<file path="src/rtl/gp_pkg.sv">
package gp_pkg;
    // port geometry
    localparam int GP_PORT_W = 8;
    localparam int GP_ADDR_W = 12;

    // register byte offsets on the apb window
    localparam logic [11:0] GP_P0_LATCH_OFF = 12'h000;
    localparam logic [11:0] GP_P0_DIR_OFF = 12'h004;
    localparam logic [11:0] GP_P0_PULL_OFF = 12'h008;
    localparam logic [11:0] GP_AIN_DIS_OFF = 12'h00C;
    localparam logic [11:0] GP_P1_LATCH_OFF = 12'h010;
    localparam logic [11:0] GP_P1_DIR_OFF = 12'h014;
    localparam logic [11:0] GP_P1_PULL_OFF = 12'h018;
    localparam logic [11:0] GP_CTRL_OFF = 12'h01C;
    // read-modify-write views of the data registers (read only)
    localparam logic [11:0] GP_P0_RMW_OFF = 12'h020;
    localparam logic [11:0] GP_P1_RMW_OFF = 12'h024;

    // control register fields
    localparam int GP_CTRL_SPL_BIT = 0;
    localparam int GP_CTRL_CID_BIT = 1;

    // reset values
    localparam logic [7:0] GP_LATCH_RST = 8'h00;
    localparam logic [7:0] GP_DIR_RST = 8'h00;
    localparam logic [7:0] GP_PULL_RST = 8'h00;
    localparam logic [7:0] GP_AIN_DIS_RST = 8'h00;
    localparam logic [1:0] GP_CTRL_RST = 2'h0;

    // pin properties
    localparam logic [7:0] GP_P0_OD_MASK = 8'h00;
    localparam logic [7:0] GP_P1_OD_MASK = 8'h00;
    localparam logic [7:0] GP_P0_PULL_MASK = 8'hFF;
    localparam logic [7:0] GP_P1_PULL_MASK = 8'hFB;
endpackage

</file>
<file path="src/rtl/gp_gpio_port.sv">
// Added by the designer: the APB slave port and the register offsets.
`timescale 1ns/1ps
module gp_gpio_port
    import gp_pkg::*;
(
    // apb slave
    input wire logic pclk,
    input wire logic presetn,
    input wire logic psel,
    input wire logic penable,
    input wire logic pwrite,
    input wire logic [11:0] paddr,
    input wire logic [31:0] pwdata,
    output logic [31:0] prdata,
    output logic pready,
    output logic pslverr,
    // standby controller and external interrupt circuit
    input wire logic standby_entry,
    input wire logic [7:0] p0_irq_en,
    input wire logic [7:0] p1_irq_en,
    // on-chip peripheral outputs
    input wire logic [7:0] p0_periph_oe,
    input wire logic [7:0] p0_periph_out,
    input wire logic [7:0] p1_periph_oe,
    input wire logic [7:0] p1_periph_out,
    // port 0 pins
    input wire logic [7:0] p0_pin_in,
    output logic [7:0] p0_pin_out,
    output logic [7:0] p0_pin_oe,
    output logic [7:0] p0_pullup_on,
    // port 1 pins
    input wire logic [7:0] p1_pin_in,
    output logic [7:0] p1_pin_out,
    output logic [7:0] p1_pin_oe,
    output logic [7:0] p1_pullup_on,
    // levels towards peripherals
    output logic [7:0] p0_ext_irq_level,
    output logic [7:0] p1_ext_irq_level,
    output logic [7:0] p0_periph_in,
    output logic [7:0] p1_periph_in,
    output logic comparator_plus_input_en,
    output logic comparator_minus_input_en
);
    logic [7:0] port0_output_latch;
    logic [7:0] port0_pin_direction;
    logic [7:0] port0_pullup_enable;
    logic [7:0] analog_input_disable_low;
    logic [7:0] port1_output_latch;
    logic [7:0] port1_pin_direction;
    logic [7:0] port1_pullup_enable;
    logic standby_pin_state_select;
    logic comparator_input_disable;
    logic [15:0] pin_sync;
    logic [7:0] p0_sync;
    logic [7:0] p1_sync;
    logic park;
    logic hold;
    logic [7:0] p0_block;
    logic [7:0] p1_block;
    logic [7:0] p0_level;
    logic [7:0] p1_level;
    logic wr_access;
    logic rd_setup;
    logic [31:0] next_prdata;
    logic next_pslverr;
    logic [7:0] next_p0_oe;
    logic [7:0] next_p0_val;
    logic [7:0] next_p1_oe;
    logic [7:0] next_p1_val;

    // port driver: peripheral wins, else the output latch value is driven
    function automatic logic [7:0] drive_val(input logic [7:0] poe, input logic [7:0] pout,
                                             input logic [7:0] latch);
        drive_val = (poe & pout) | (~poe & latch);
    endfunction

    // open-drain pins release the line instead of driving high
    function automatic logic [7:0] drive_oe(input logic [7:0] dir, input logic [7:0] poe,
                                            input logic [7:0] val, input logic [7:0] od);
        drive_oe = (dir | poe) & ~(od & val);
    endfunction

    // data read: latch for a pure output port, pin level otherwise
    function automatic logic [7:0] read_val(input logic [7:0] dir, input logic [7:0] poe,
                                            input logic [7:0] latch, input logic [7:0] level);
        logic [7:0] own;
        own = dir & ~poe;
        read_val = (own & latch) | (~own & level);
    endfunction

    // pins cross two flip-flops before any use
    gp_sync2 #(
        .W(16)
    ) u_pin_sync (
        .clk(pclk),
        .rst_n(presetn),
        .d({p1_pin_in, p0_pin_in}),
        .q(pin_sync)
    );

    assign p0_sync = pin_sync[7:0];
    assign p1_sync = pin_sync[15:8];

    assign park = standby_entry & standby_pin_state_select;
    assign hold = standby_entry & ~standby_pin_state_select;

    // parked inputs are blocked unless their interrupt is enabled
    assign p0_block = park ? ~p0_irq_en : 8'h00;
    assign p1_block = park ? ~p1_irq_en : 8'h00;

    // digital path of analog-shared port 0 pins needs the disable bit set
    assign p0_level = p0_sync & analog_input_disable_low & ~p0_block;
    assign p1_level = p1_sync & ~p1_block;

    assign wr_access = psel & penable & pwrite & pready;
    assign rd_setup = psel & ~penable & ~pwrite;

    // port 0 registers
    always_ff @(posedge pclk or negedge presetn) begin
        if (!presetn) begin
            port0_output_latch <= GP_LATCH_RST;
            port0_pin_direction <= GP_DIR_RST;
            port0_pullup_enable <= GP_PULL_RST;
            analog_input_disable_low <= GP_AIN_DIS_RST;
        end else if (wr_access) begin
            unique case (paddr)
                GP_P0_LATCH_OFF: port0_output_latch <= pwdata[7:0];
                GP_P0_DIR_OFF: port0_pin_direction <= pwdata[7:0];
                GP_P0_PULL_OFF: port0_pullup_enable <= pwdata[7:0];
                GP_AIN_DIS_OFF: analog_input_disable_low <= pwdata[7:0];
                default: ;
            endcase
        end
    end

    // port 1 registers
    always_ff @(posedge pclk or negedge presetn) begin
        if (!presetn) begin
            port1_output_latch <= GP_LATCH_RST;
            port1_pin_direction <= GP_DIR_RST;
            port1_pullup_enable <= GP_PULL_RST;
        end else if (wr_access) begin
            unique case (paddr)
                GP_P1_LATCH_OFF: port1_output_latch <= pwdata[7:0];
                GP_P1_DIR_OFF: port1_pin_direction <= pwdata[7:0];
                GP_P1_PULL_OFF: port1_pullup_enable <= pwdata[7:0];
                default: ;
            endcase
        end
    end

    // standby and comparator control
    always_ff @(posedge pclk or negedge presetn) begin
        if (!presetn) begin
            standby_pin_state_select <= GP_CTRL_RST[GP_CTRL_SPL_BIT];
            comparator_input_disable <= GP_CTRL_RST[GP_CTRL_CID_BIT];
        end else if (wr_access && paddr == GP_CTRL_OFF) begin
            standby_pin_state_select <= pwdata[GP_CTRL_SPL_BIT];
            comparator_input_disable <= pwdata[GP_CTRL_CID_BIT];
        end
    end

    // read data and error, prepared in the setup cycle
    always_comb begin
        next_pslverr = 1'b0;
        next_prdata = 32'h0000_0000;
        unique case (paddr)
            GP_P0_LATCH_OFF: next_prdata[7:0] = read_val(port0_pin_direction, p0_periph_oe,
                                                         port0_output_latch, p0_level);
            GP_P0_DIR_OFF: next_prdata[7:0] = port0_pin_direction;
            GP_P0_PULL_OFF: next_prdata[7:0] = port0_pullup_enable;
            GP_AIN_DIS_OFF: next_prdata[7:0] = analog_input_disable_low;
            GP_P1_LATCH_OFF: next_prdata[7:0] = read_val(port1_pin_direction, p1_periph_oe,
                                                         port1_output_latch, p1_level);
            GP_P1_DIR_OFF: next_prdata[7:0] = port1_pin_direction;
            GP_P1_PULL_OFF: next_prdata[7:0] = port1_pullup_enable;
            GP_CTRL_OFF: begin
                next_prdata[GP_CTRL_SPL_BIT] = standby_pin_state_select;
                next_prdata[GP_CTRL_CID_BIT] = comparator_input_disable;
            end
            GP_P0_RMW_OFF: next_prdata[7:0] = port0_output_latch;
            GP_P1_RMW_OFF: next_prdata[7:0] = port1_output_latch;
            default: next_pslverr = 1'b1;
        endcase
    end

    // apb answer: one access cycle, no wait states
    always_ff @(posedge pclk or negedge presetn) begin
        if (!presetn) begin
            pready <= 1'b0;
            pslverr <= 1'b0;
            prdata <= 32'h0000_0000;
        end else begin
            pready <= psel & ~penable;
            pslverr <= psel & ~penable & next_pslverr;
            if (rd_setup) begin
                prdata <= next_prdata;
            end
        end
    end

    // pad drive computation
    always_comb begin
        next_p0_val = drive_val(p0_periph_oe, p0_periph_out, port0_output_latch);
        next_p1_val = drive_val(p1_periph_oe, p1_periph_out, port1_output_latch);
        next_p0_oe = drive_oe(port0_pin_direction, p0_periph_oe, next_p0_val,
                              GP_P0_OD_MASK);
        next_p1_oe = drive_oe(port1_pin_direction, p1_periph_oe, next_p1_val,
                              GP_P1_OD_MASK);
    end

    // pads: parked pins float, held pins freeze, others follow the drivers
    always_ff @(posedge pclk or negedge presetn) begin
        if (!presetn) begin
            p0_pin_out <= 8'h00;
            p0_pin_oe <= 8'h00;
            p1_pin_out <= 8'h00;
            p1_pin_oe <= 8'h00;
        end else if (park) begin
            p0_pin_oe <= 8'h00;
            p1_pin_oe <= 8'h00;
        end else if (!hold) begin
            p0_pin_out <= next_p0_val;
            p0_pin_oe <= next_p0_oe;
            p1_pin_out <= next_p1_val;
            p1_pin_oe <= next_p1_oe;
        end
    end

    // pull-ups follow their enables (port 1 bit 2 has none) but drop while the pin drives low
    always_ff @(posedge pclk or negedge presetn) begin
        if (!presetn) begin
            p0_pullup_on <= 8'h00;
            p1_pullup_on <= 8'h00;
        end else if (park) begin
            p0_pullup_on <= port0_pullup_enable & GP_P0_PULL_MASK;
            p1_pullup_on <= port1_pullup_enable & GP_P1_PULL_MASK;
        end else if (!hold) begin
            p0_pullup_on <= port0_pullup_enable & GP_P0_PULL_MASK
                            & ~(next_p0_oe & ~next_p0_val);
            p1_pullup_on <= port1_pullup_enable & GP_P1_PULL_MASK
                            & ~(next_p1_oe & ~next_p1_val);
        end
    end

    // levels towards interrupt circuit and peripherals
    always_ff @(posedge pclk or negedge presetn) begin
        if (!presetn) begin
            p0_ext_irq_level <= 8'h00;
            p1_ext_irq_level <= 8'h00;
            p0_periph_in <= 8'h00;
            p1_periph_in <= 8'h00;
        end else begin
            p0_ext_irq_level <= p0_sync & ~p0_block;
            p1_ext_irq_level <= p1_sync & ~p1_block;
            p0_periph_in <= p0_level;
            p1_periph_in <= p1_level;
        end
    end

    // comparator inputs on port 0 bits 0 and 1
    always_ff @(posedge pclk or negedge presetn) begin
        if (!presetn) begin
            comparator_plus_input_en <= 1'b0;
            comparator_minus_input_en <= 1'b0;
        end else begin
            comparator_plus_input_en <= ~comparator_input_disable;
            comparator_minus_input_en <= ~comparator_input_disable;
        end
    end
endmodule // gp_gpio_port

</file>
<file path="src/rtl/gp_sync2.sv">
`timescale 1ns/1ps
module gp_sync2 #(
    parameter int W = 8
) (
    // clock and reset
    input wire logic clk,
    input wire logic rst_n,
    // asynchronous input and its synchronised copy
    input wire logic [W-1:0] d,
    output logic [W-1:0] q
);
    logic [W-1:0] meta;

    always_ff @(posedge clk or negedge rst_n) begin
        if (!rst_n) begin
            meta <= '0;
            q <= '0;
        end else begin
            meta <= d;
            q <= meta;
        end
    end
endmodule // gp_sync2

</file>
<file path="config.mk">
export PLATFORM = sky130hd
export DESIGN_NAME = gp_gpio_port
export DESIGN_NICKNAME = d
export VERILOG_FILES = /design/src/rtl/gp_pkg.sv /design/src/rtl/gp_gpio_port.sv /design/src/rtl/gp_sync2.sv
export SDC_FILE = /design/constraint.sdc
export NUM_CORES = 1
export LEC_CHECK = 0
export BUFFER_PORTS_ARGS = -buffer_cell sky130_fd_sc_hd__buf_2
export CAP_MARGIN = 20
export CORE_MARGIN = 5
export CORE_UTILIZATION = 40
export DETAILED_ROUTE_END_ITERATION = 10
export GPL_ROUTABILITY_DRIVEN = 0
export PLACE_DENSITY_LB_ADDON = 0.08
export RECOVER_POWER = 25
export SLEW_MARGIN = 20
export SYNTH_ARGS = -nofsm -noshare
export SYNTH_HDL_FRONTEND = slang
export SYNTH_SLANG_ARGS = --single-unit
</file>
<file path="constraint.sdc">
create_clock -name pclk -period 2.1 [get_ports pclk]
set_input_delay 0.105 -clock pclk [delete_from_list [all_inputs] [get_ports pclk]]
set_output_delay 0.105 -clock pclk [all_outputs]
set_load 0.1 [all_outputs]
</file>
Yosys cells after proc, flatten, opt, wreduce, memory -nomap -nowiden

Cells that the tools add are included.

Register bits after elaboration: 173
Input port bits: 114
Output and inout port bits: 116
Word-level logic and storage cells: 108

Equal/unequal tests: 10
Reduce and logical (&&, ||, !) cells: 11
Bitwise logic cells: 50
Muxes and demuxes: 13

Operators by type and width:

| kind                  | count |
|---|---|
| $and A8 B8 Y8         | 18 |
| $not A8 Y8            | 12 |
| $mux W8               | 10 |
| $pmux W6 S9           | 1 |
| $eq A12 B5 Y1 const B | 4 |
| $or A8 B8 Y8          | 6 |
| $eq A12 B4 Y1 const B | 2 |
| $eq A12 B6 Y1 const B | 2 |
| $pmux W2 S10          | 1 |
| $reduce_and A2 Y1     | 8 |
| $eq A12 B3 Y1 const B | 1 |
| $logic_not A12 Y1     | 1 |
| $reduce_or A10 Y1     | 1 |
| $and A1 B1 Y1         | 8 |
| $not A1 Y1            | 6 |
| $ne A2 B2 Y1 const B  | 1 |
| $logic_and A1 B1 Y1   | 1 |
| $mux W1               | 1 |

Logic depth before layout (Yosys ltp)

Gate-level depths: netlist of run 1.

Depth in word-level cells: 9
Depth in mapped cells: 7
Gate-level depth less buffers: 5

Cells and area by module

Synthesis of run 1 repeated with hierarchy kept, for this count alone.

Cell total of the unflattened synthesis: 695
Area total of the unflattened synthesis: 7793.7 um^2

By module, submodules not included:

| module       | cells an instance | times used | seq. area each (um^2) | area an instance (um^2) |
|---|---|---|---|---|
| gp_gpio_port | 663               | 1          | 3503.4                | 6993.0 |
| gp_sync2     | 32                | 1          | 800.8                 | 800.8 |

Least setup slack after synthesis of run 1

No wires, ideal clock.

Path kind: register to register
From: register pready
To: register port1_pullup_enable[0]
Slack: -0.287 ns
Library setup time: 0.125 ns
Clock period less this slack: 2.387 ns
Path buffers: 1
Cell stages (with the launch flop): 6
Required time: 1.975 ns
Data arrival time: 2.262 ns
Cells stage by stage: dfrtp_1 nand4_1 or3_1 clkbuf_1 nor2_2 mux2_2

Word-level cells in the longest chain between the ends: 2

RTL lines:

| item                        | line                | text |
|---|---|---|
| start: declaration          | gp_gpio_port.sv:15  | `output logic pready,` |
| start signal: assignment    | gp_gpio_port.sv:194 | `pready <= psel & ~penable;` |
| $and A1 B1 Y1               | gp_gpio_port.sv:115 | `assign wr_access = psel & penable & pwrite & pready;` |
| $reduce_and A2 Y1 (no line) | n/a                 |  |
| end signal: assignment      | gp_gpio_port.sv:146 | `GP_P1_PULL_OFF: port1_pullup_enable <= pwdata[7:0];` |
| end: declaration            | gp_gpio_port.sv:50  | `logic [7:0] port1_pullup_enable;` |

No other way between the ends.
A chain may end at the register's enable or synchronous reset.

Final worst setup path of run 1

From: register pready
To: register analog_input_disable_low[2]

Word-level cells in the longest chain between the ends: 2

RTL lines:

| item                        | line                | text |
|---|---|---|
| $and A1 B1 Y1               | gp_gpio_port.sv:115 |  |
| $reduce_and A2 Y1 (no line) | n/a                 |  |
| end signal: assignment      | gp_gpio_port.sv:130 | `GP_AIN_DIS_OFF: analog_input_disable_low <= pwdata[7:0];` |
| end: declaration            | gp_gpio_port.sv:47  | `logic [7:0] analog_input_disable_low;` |

No other way between the ends.

==> flow_summary.toml, run 1 <==
[critical_path]
arrival_ps = 2270
critPathMaxFanout = 4
worstSetupEndpointType = "flip-flop"
cp-start-kind = "flip-flop"
critical_path_class = "flip-flop to flip-flop"
r2r_slack_ps = 140
crit_required_ps = 2410

[clock_network]
cts_tree = "yes"
clk_latency_ps = 440
cts_sinks = 172
cts-root-buf = "clkbuf_16"
clockBufferDepth = 2
clkTransAtPathRegs_ps = 70
cts_buffers = 17
cts_setup_buffers = 0
cts.htree.levels = 4

[yosys]
synth_edf_count = 0
syn_inst = 698
ys.flop_type = "dfrtp_1"
post-synth-top-area-cell = "dfrtp_1"
synth.most_common_cell = "dfrtp_1"
syn_area_mm2 = 0.00780
syn_avg_cell_area_um2 = 11.2
yosysUniqueCellTypes = 54
async_reset_ff_frac = 1.00
yosys-top-cells-count = "172 x dfrtp_1, 62 x o21ai_0, 60 x mux2_2"
ys_ff_latch = 172
synth.yosys.seq_area_share = 0.552
yosys_warnings = 0
synth_top_area_share = 0.552
netlist_top_cells_area = "dfrtp_1 55%, mux2_2 8.7%, mux2i_1 4.5%, o21ai_0 4.0%, buf_4 3.4%"

[timing]
fin_skew_ps = 18.9
finalCriticalPeriod_ps = 1960
setup_tns_ps = 0
final_min_period_over_clock_period = 0.934
slew_viol_final = 59
worst_pin_slew_ps = 1580
slew_headroom = -0.0525
fmax_ghz = 0.510
rsz0062_at_grt = "false"
finalHoldViolations = 0
finalSetupViolCount = 0
holdWs_ps = 3.45

[global_route]
grtUsageTotal = 0.211
grt_pass1_vias = 6367
grt_max_degree = 60
grt_antenna_before_repair = 0
grt-ovfl-total = 0
grt_first_pass_wirelength_um = 36000

[die]
coreArea_mm2 = 0.0193
num_rows = 51
start_util = 0.403
die_width_um = 150
dieArea_mm2 = 0.0224
io_pins = 230
fp.dieH_um = 150

[pwr]
p_total_w = 0.00827
p_leak_nw = 5.02
ir_drop_v = 0.000532
cellPowerDensity_mw_per_mm2 = 797

[finish]
area_delta_synth_final_pct = 33.2
layout-drive-gt1-share = 0.345
reg.largest.list = "u_pin_sync.meta: 16 flops, u_pin_sync.q: 16 flops"
diodes = 0
design_area_mm2 = 0.0104
final_cells = 1255
nets = 1091

[status]
violations = "max-capacitance violations, max-slew violations"
status = "finished, violations left"

[place]
numPortBuffers = 180
dpl-instance-area_mm2 = 0.00927
dp_hpwl_um = 17400
place_inst = 1169

[job]
maxCapViolCount = 1

[route]
via_per_inst = 5.09
wl_per_cell_um = 18.6
routed_wl_um = 23400
drtPass1Iterations = 5
drtIter0Drc = 342
drc = 0
vias = 6388
postRouteAntennaNets = 0

[worst_hold_path]
hold_path.class = "primary input to flip-flop"
==> stage by stage <==
| stage | setup slack, ps | utilization |
|---|---|---|
| global placement | -101 | 0.480 |
| finish | 138 | 0.537 |
| detailed placement | -117 | 0.480 |
| CTS | 137 | 0.538 |
| floorplan | 81.2 | - |
| global route | 76.7 | 0.537 |
==> layout make-up <==
class                      instances  area (µm²)
inverter                          18        67.6
multi-input combinational        470        3150
fill                            1762        8950
clock buffer                      19         433
timing repair buffer             298        1940
clock inverter                    13         166
sequential                       172        4310
tap                              265         332
==> layer usage <==
layer,GRT usage,part of all wire
met1,0.296,0.46
met4,0.0394,0.0076
met2,0.341,0.47
met3,0.0503,0.063
met5,0,0
==> power breakdown <==
| group | leakage [nW] | internal [W] | switching (W) |
|---|---|---|---|
| Clock | 0.284 | 0.00188 | 0.00134 |
| Sequential | 2.22 | 0.00343 | 0.0000549 |
| Combinational | 2.52 | 0.000310 | 0.00126 |
==> timing repair <==
action                    CTS  global route
gates resized for setup     0             0
hold endpoints to repair  114             0
hold buffers               54             0
==> critical path: stages, from the launching register on <==
cell     delay (ps)
dfrtp_4         400
nand4_1         180
or3_1           470
buf_4           170
nor2_4          120
buf_4           160
mux2_2          330
==> kinds of logic after synthesis <==
group                  Yosys count  share of synthesized area
AO/OA/AOI/OAI                  179                      0.144
flip-flops                     172                      0.552
AND/OR/NAND/NOR                171                      0.117
multiplexers                    95                      0.132
buffers and inverters           80                     0.0555
other                            1                   0.000481
==> cell usage in the layout (no fill, tap or decap), types with 4 or more instances in the layout <==
cell / synthesis / routed
o21ai_0: 62 / 62
nor2b_1: 16 / 16
clkbuf_16: 0 / 17
nor2_1: 33 / 33
o21a_1: 19 / 19
a31oi_1: 4 / 4
dfrtp_1: 172 / 171
o221ai_1: 6 / 6
a22oi_1: 10 / 10
and3_1: 6 / 6
nand2_1: 56 / 56
o22ai_1: 4 / 4
buf_2: 1 / 177
clkbuf_1: 23 / 5
nor4_1: 6 / 7
nand3b_1: 12 / 12
dlygate4sd3_1: 0 / 54
nand2b_1: 10 / 10
inv_1: 18 / 18
a21oi_1: 43 / 43
mux2_2: 60 / 60
and2_1: 8 / 8
conb_1: 1 / 25
mux2i_1: 35 / 35
buf_4: 35 / 59
nor3_1: 4 / 4
==> worst paths after layout <==
| check | start | end | depth (start not counted) |
|---|---|---|---|
| worst max-delay path | pready | analog_input_disable_low[2] | 6 |
| min in group asynchronous | presetn | p0_ext_irq_level[7] | 2 |
| worst max register to register | pready | analog_input_disable_low[2] | 6 |
| worst min-delay path | p1_periph_out[6] | p1_pin_out[6] | 3 |
| worst min register to register | u_pin_sync.meta[12] | u_pin_sync.q[12] | 0 |
| max in group asynchronous | presetn | u_pin_sync.meta[2] | 3 |
Note: power is estimated with default switching activity, not from simulation.
==> inputs of run 2 (changes only) <==
--- a/config.mk
+++ b/config.mk
@@ -7,6 +7,8 @@
 export LEC_CHECK = 0
 export BUFFER_PORTS_ARGS = -buffer_cell sky130_fd_sc_hd__buf_2
 export CAP_MARGIN = 20
+export CELL_PAD_IN_SITES_DETAIL_PLACEMENT = 1
+export CELL_PAD_IN_SITES_GLOBAL_PLACEMENT = 1
 export CORE_MARGIN = 5
 export CORE_UTILIZATION = 40
 export DETAILED_ROUTE_END_ITERATION = 10
==> flow_summary.toml, run 2 (synthesis gave the netlist of run 1 again) <==
[route]
wl_per_cell_um = 20.7
postRouteAntennaNets = 0
drc = 0
drtPass1Iterations = 6
vias = 6428
routed_wl_um = 25600
via_per_inst = 5.20
drtIter0Drc = 326

[critical_path]
cp_top_family = "simple AND/OR/NAND/NOR gates"
max_stage_delay_ps = 490
worstSetupEndpointType = "flip-flop"
cp.depth = 5
critPathMaxFanout = 4
r2r-end = "port1_pin_direction[1]"
r2r-start = "pready"
critical_path_class = "flip-flop to flip-flop"
reg2reg_depth = 5
r2r_slack_ps = 90
slowest_stage = "or3_4"
worst-path-buf-inv = 1
crit_chain = "nand4_1, or3_4, nor2_2, buf_4, mux2_2"
crit_required_ps = 2410
arrival_ps = 2310
cp-start-kind = "flip-flop"

[finish]
layout.cells.most_common_list = "178 x buf_2, 171 x dfrtp_1, 62 x o21ai_0"
fillers = 2158
area_delta_synth_final_pct = 31.3
reg.largest.list = "u_pin_sync.meta: 16 flops, u_pin_sync.q: 16 flops"
fin_util = 0.530
layout-drive-gt1-share = 0.348
diodes = 0
nets = 1071
final_common_cell = "buf_2"
final_cells = 1235
design_area_mm2 = 0.0102

[clock_network]
cts-root-buf = "clkbuf_16"
clockBufferDepth = 2
cts_buffers = 17
clk_latency_ps = 430
cts.htree.levels = 4
cts_tree = "yes"
clkTransAtPathRegs_ps = 70
cts_sinks = 172

[place]
numPortBuffers = 180
place_inst = 1160
dp_hpwl_um = 18900
dpl-instance-area_mm2 = 0.00922

[pwr]
p_leak_nw = 4.93
cellPowerDensity_mw_per_mm2 = 806
ir_drop_v = 0.000557

[die]
num_rows = 51
io_pins = 230
die_width_um = 150
coreArea_mm2 = 0.0193
dieArea_mm2 = 0.0224
fp.dieH_um = 150
start_util = 0.403

[timing]
final_min_period_over_clock_period = 0.956
rsz0062_at_grt = "false"
fmax_ghz = 0.498
finalHoldViolations = 0
finalCriticalPeriod_ps = 2010
setup_tns_ps = 0
slew_headroom = 0.214
holdWs_ps = 5.51
worst_pin_slew_ps = 1180
finalSetupViolCount = 0
fin_skew_ps = 7.60
slew_viol_final = 0

[worst_hold_path]
hold_path_end = "p0_pin_out[2]"
holdPathStages = 3
min_from = "p0_periph_out[2]"
hold_path.class = "primary input to flip-flop"

[job]
maxCapViolCount = 0

[global_route]
grt_pass1_vias = 7073
grt_max_degree = 53
grt_antenna_before_repair = 1
grt_first_pass_wirelength_um = 40500
grt-ovfl-total = 0
grtUsageTotal = 0.235

[status]
status = "finished clean"
[run 2: changes by cell type in the layout (fill, tap and decap cells not counted), sizes merged]
cell / delta
buf: -5
bufinv: -1
clkbuf: -4
clkinv: -2
dlygate4sd3: -11
inv: +3
[run 2: layout make-up]
type | count | area (µm²) | area share
flip-flops and latches | 172 | 4310 | 0.421
clock inverters | 13 | 155 | 0.0151
clock buffers | 19 | 443 | 0.0432
repair buffers | 278 | 1780 | 0.173
inverters | 18 | 67.6 | 0.00660
well taps | 265 | 332 | 0.0324
multi-input cells | 470 | 3160 | 0.309
[run 2: worst max-delay path by stage]
stage,endpoint,slack (ps),from
after CTS,port1_pin_direction[1],50,pready
after global placement,port1_pin_direction[0],-20,paddr[9]
after detailed placement,port1_pin_direction[1],-50,paddr[9]
final,port1_pin_direction[1],90,pready
after global routing,port1_pin_direction[1],7,pready
after floorplan,port1_pullup_enable[0],80,pready
[run 2: layer usage]
| metal | GRT usage | wire length, µm | vias up |
|---|---|---|---|
| li1 | - | - | 2955 |
| met1 | 0.310 | 11400 | 3270 |
| met2 | 0.390 | 12600 | 182 |
| met3 | 0.0572 | 1340 | 19 |
| met4 | 0.0600 | 261 | 2 |
| met5 | 0 | 13 | - |
[run 2: timing repair]
action | 4_1_cts | 5_1_grt
buffers inserted | 0 | 0
hold buffers | 43 | 0
resized for setup | 0 | 2
endpoints found under the setup margin | 0 | 30
hold endpoints to repair | 98 | 0
[run 2: through the flow]
step | power (W) | worst slack [ps]
after global placement | 0.00504 | -21.1
after global routing | 0.00859 | 7.18
after floorplan | 0.00468 | 81.2
after detailed placement | 0.00507 | -45.5
after CTS | 0.00834 | 46.8
final | 0.00825 | 93.1
[run 2: power by group]
part           switching [W]  leakage (nW)  internal [W]
registers          0.0000576          2.22       0.00343
logic                0.00128          2.43      0.000294
clock network        0.00138         0.283       0.00181
total                0.00271          4.93       0.00554
[run 2: worst register-to-register path, stage by stage, from the launching register on]
cell and delay [ps]:
dfrtp_4 400, nand4_1 250, or3_4 490, nor2_2 230, buf_4 180, mux2_2 330
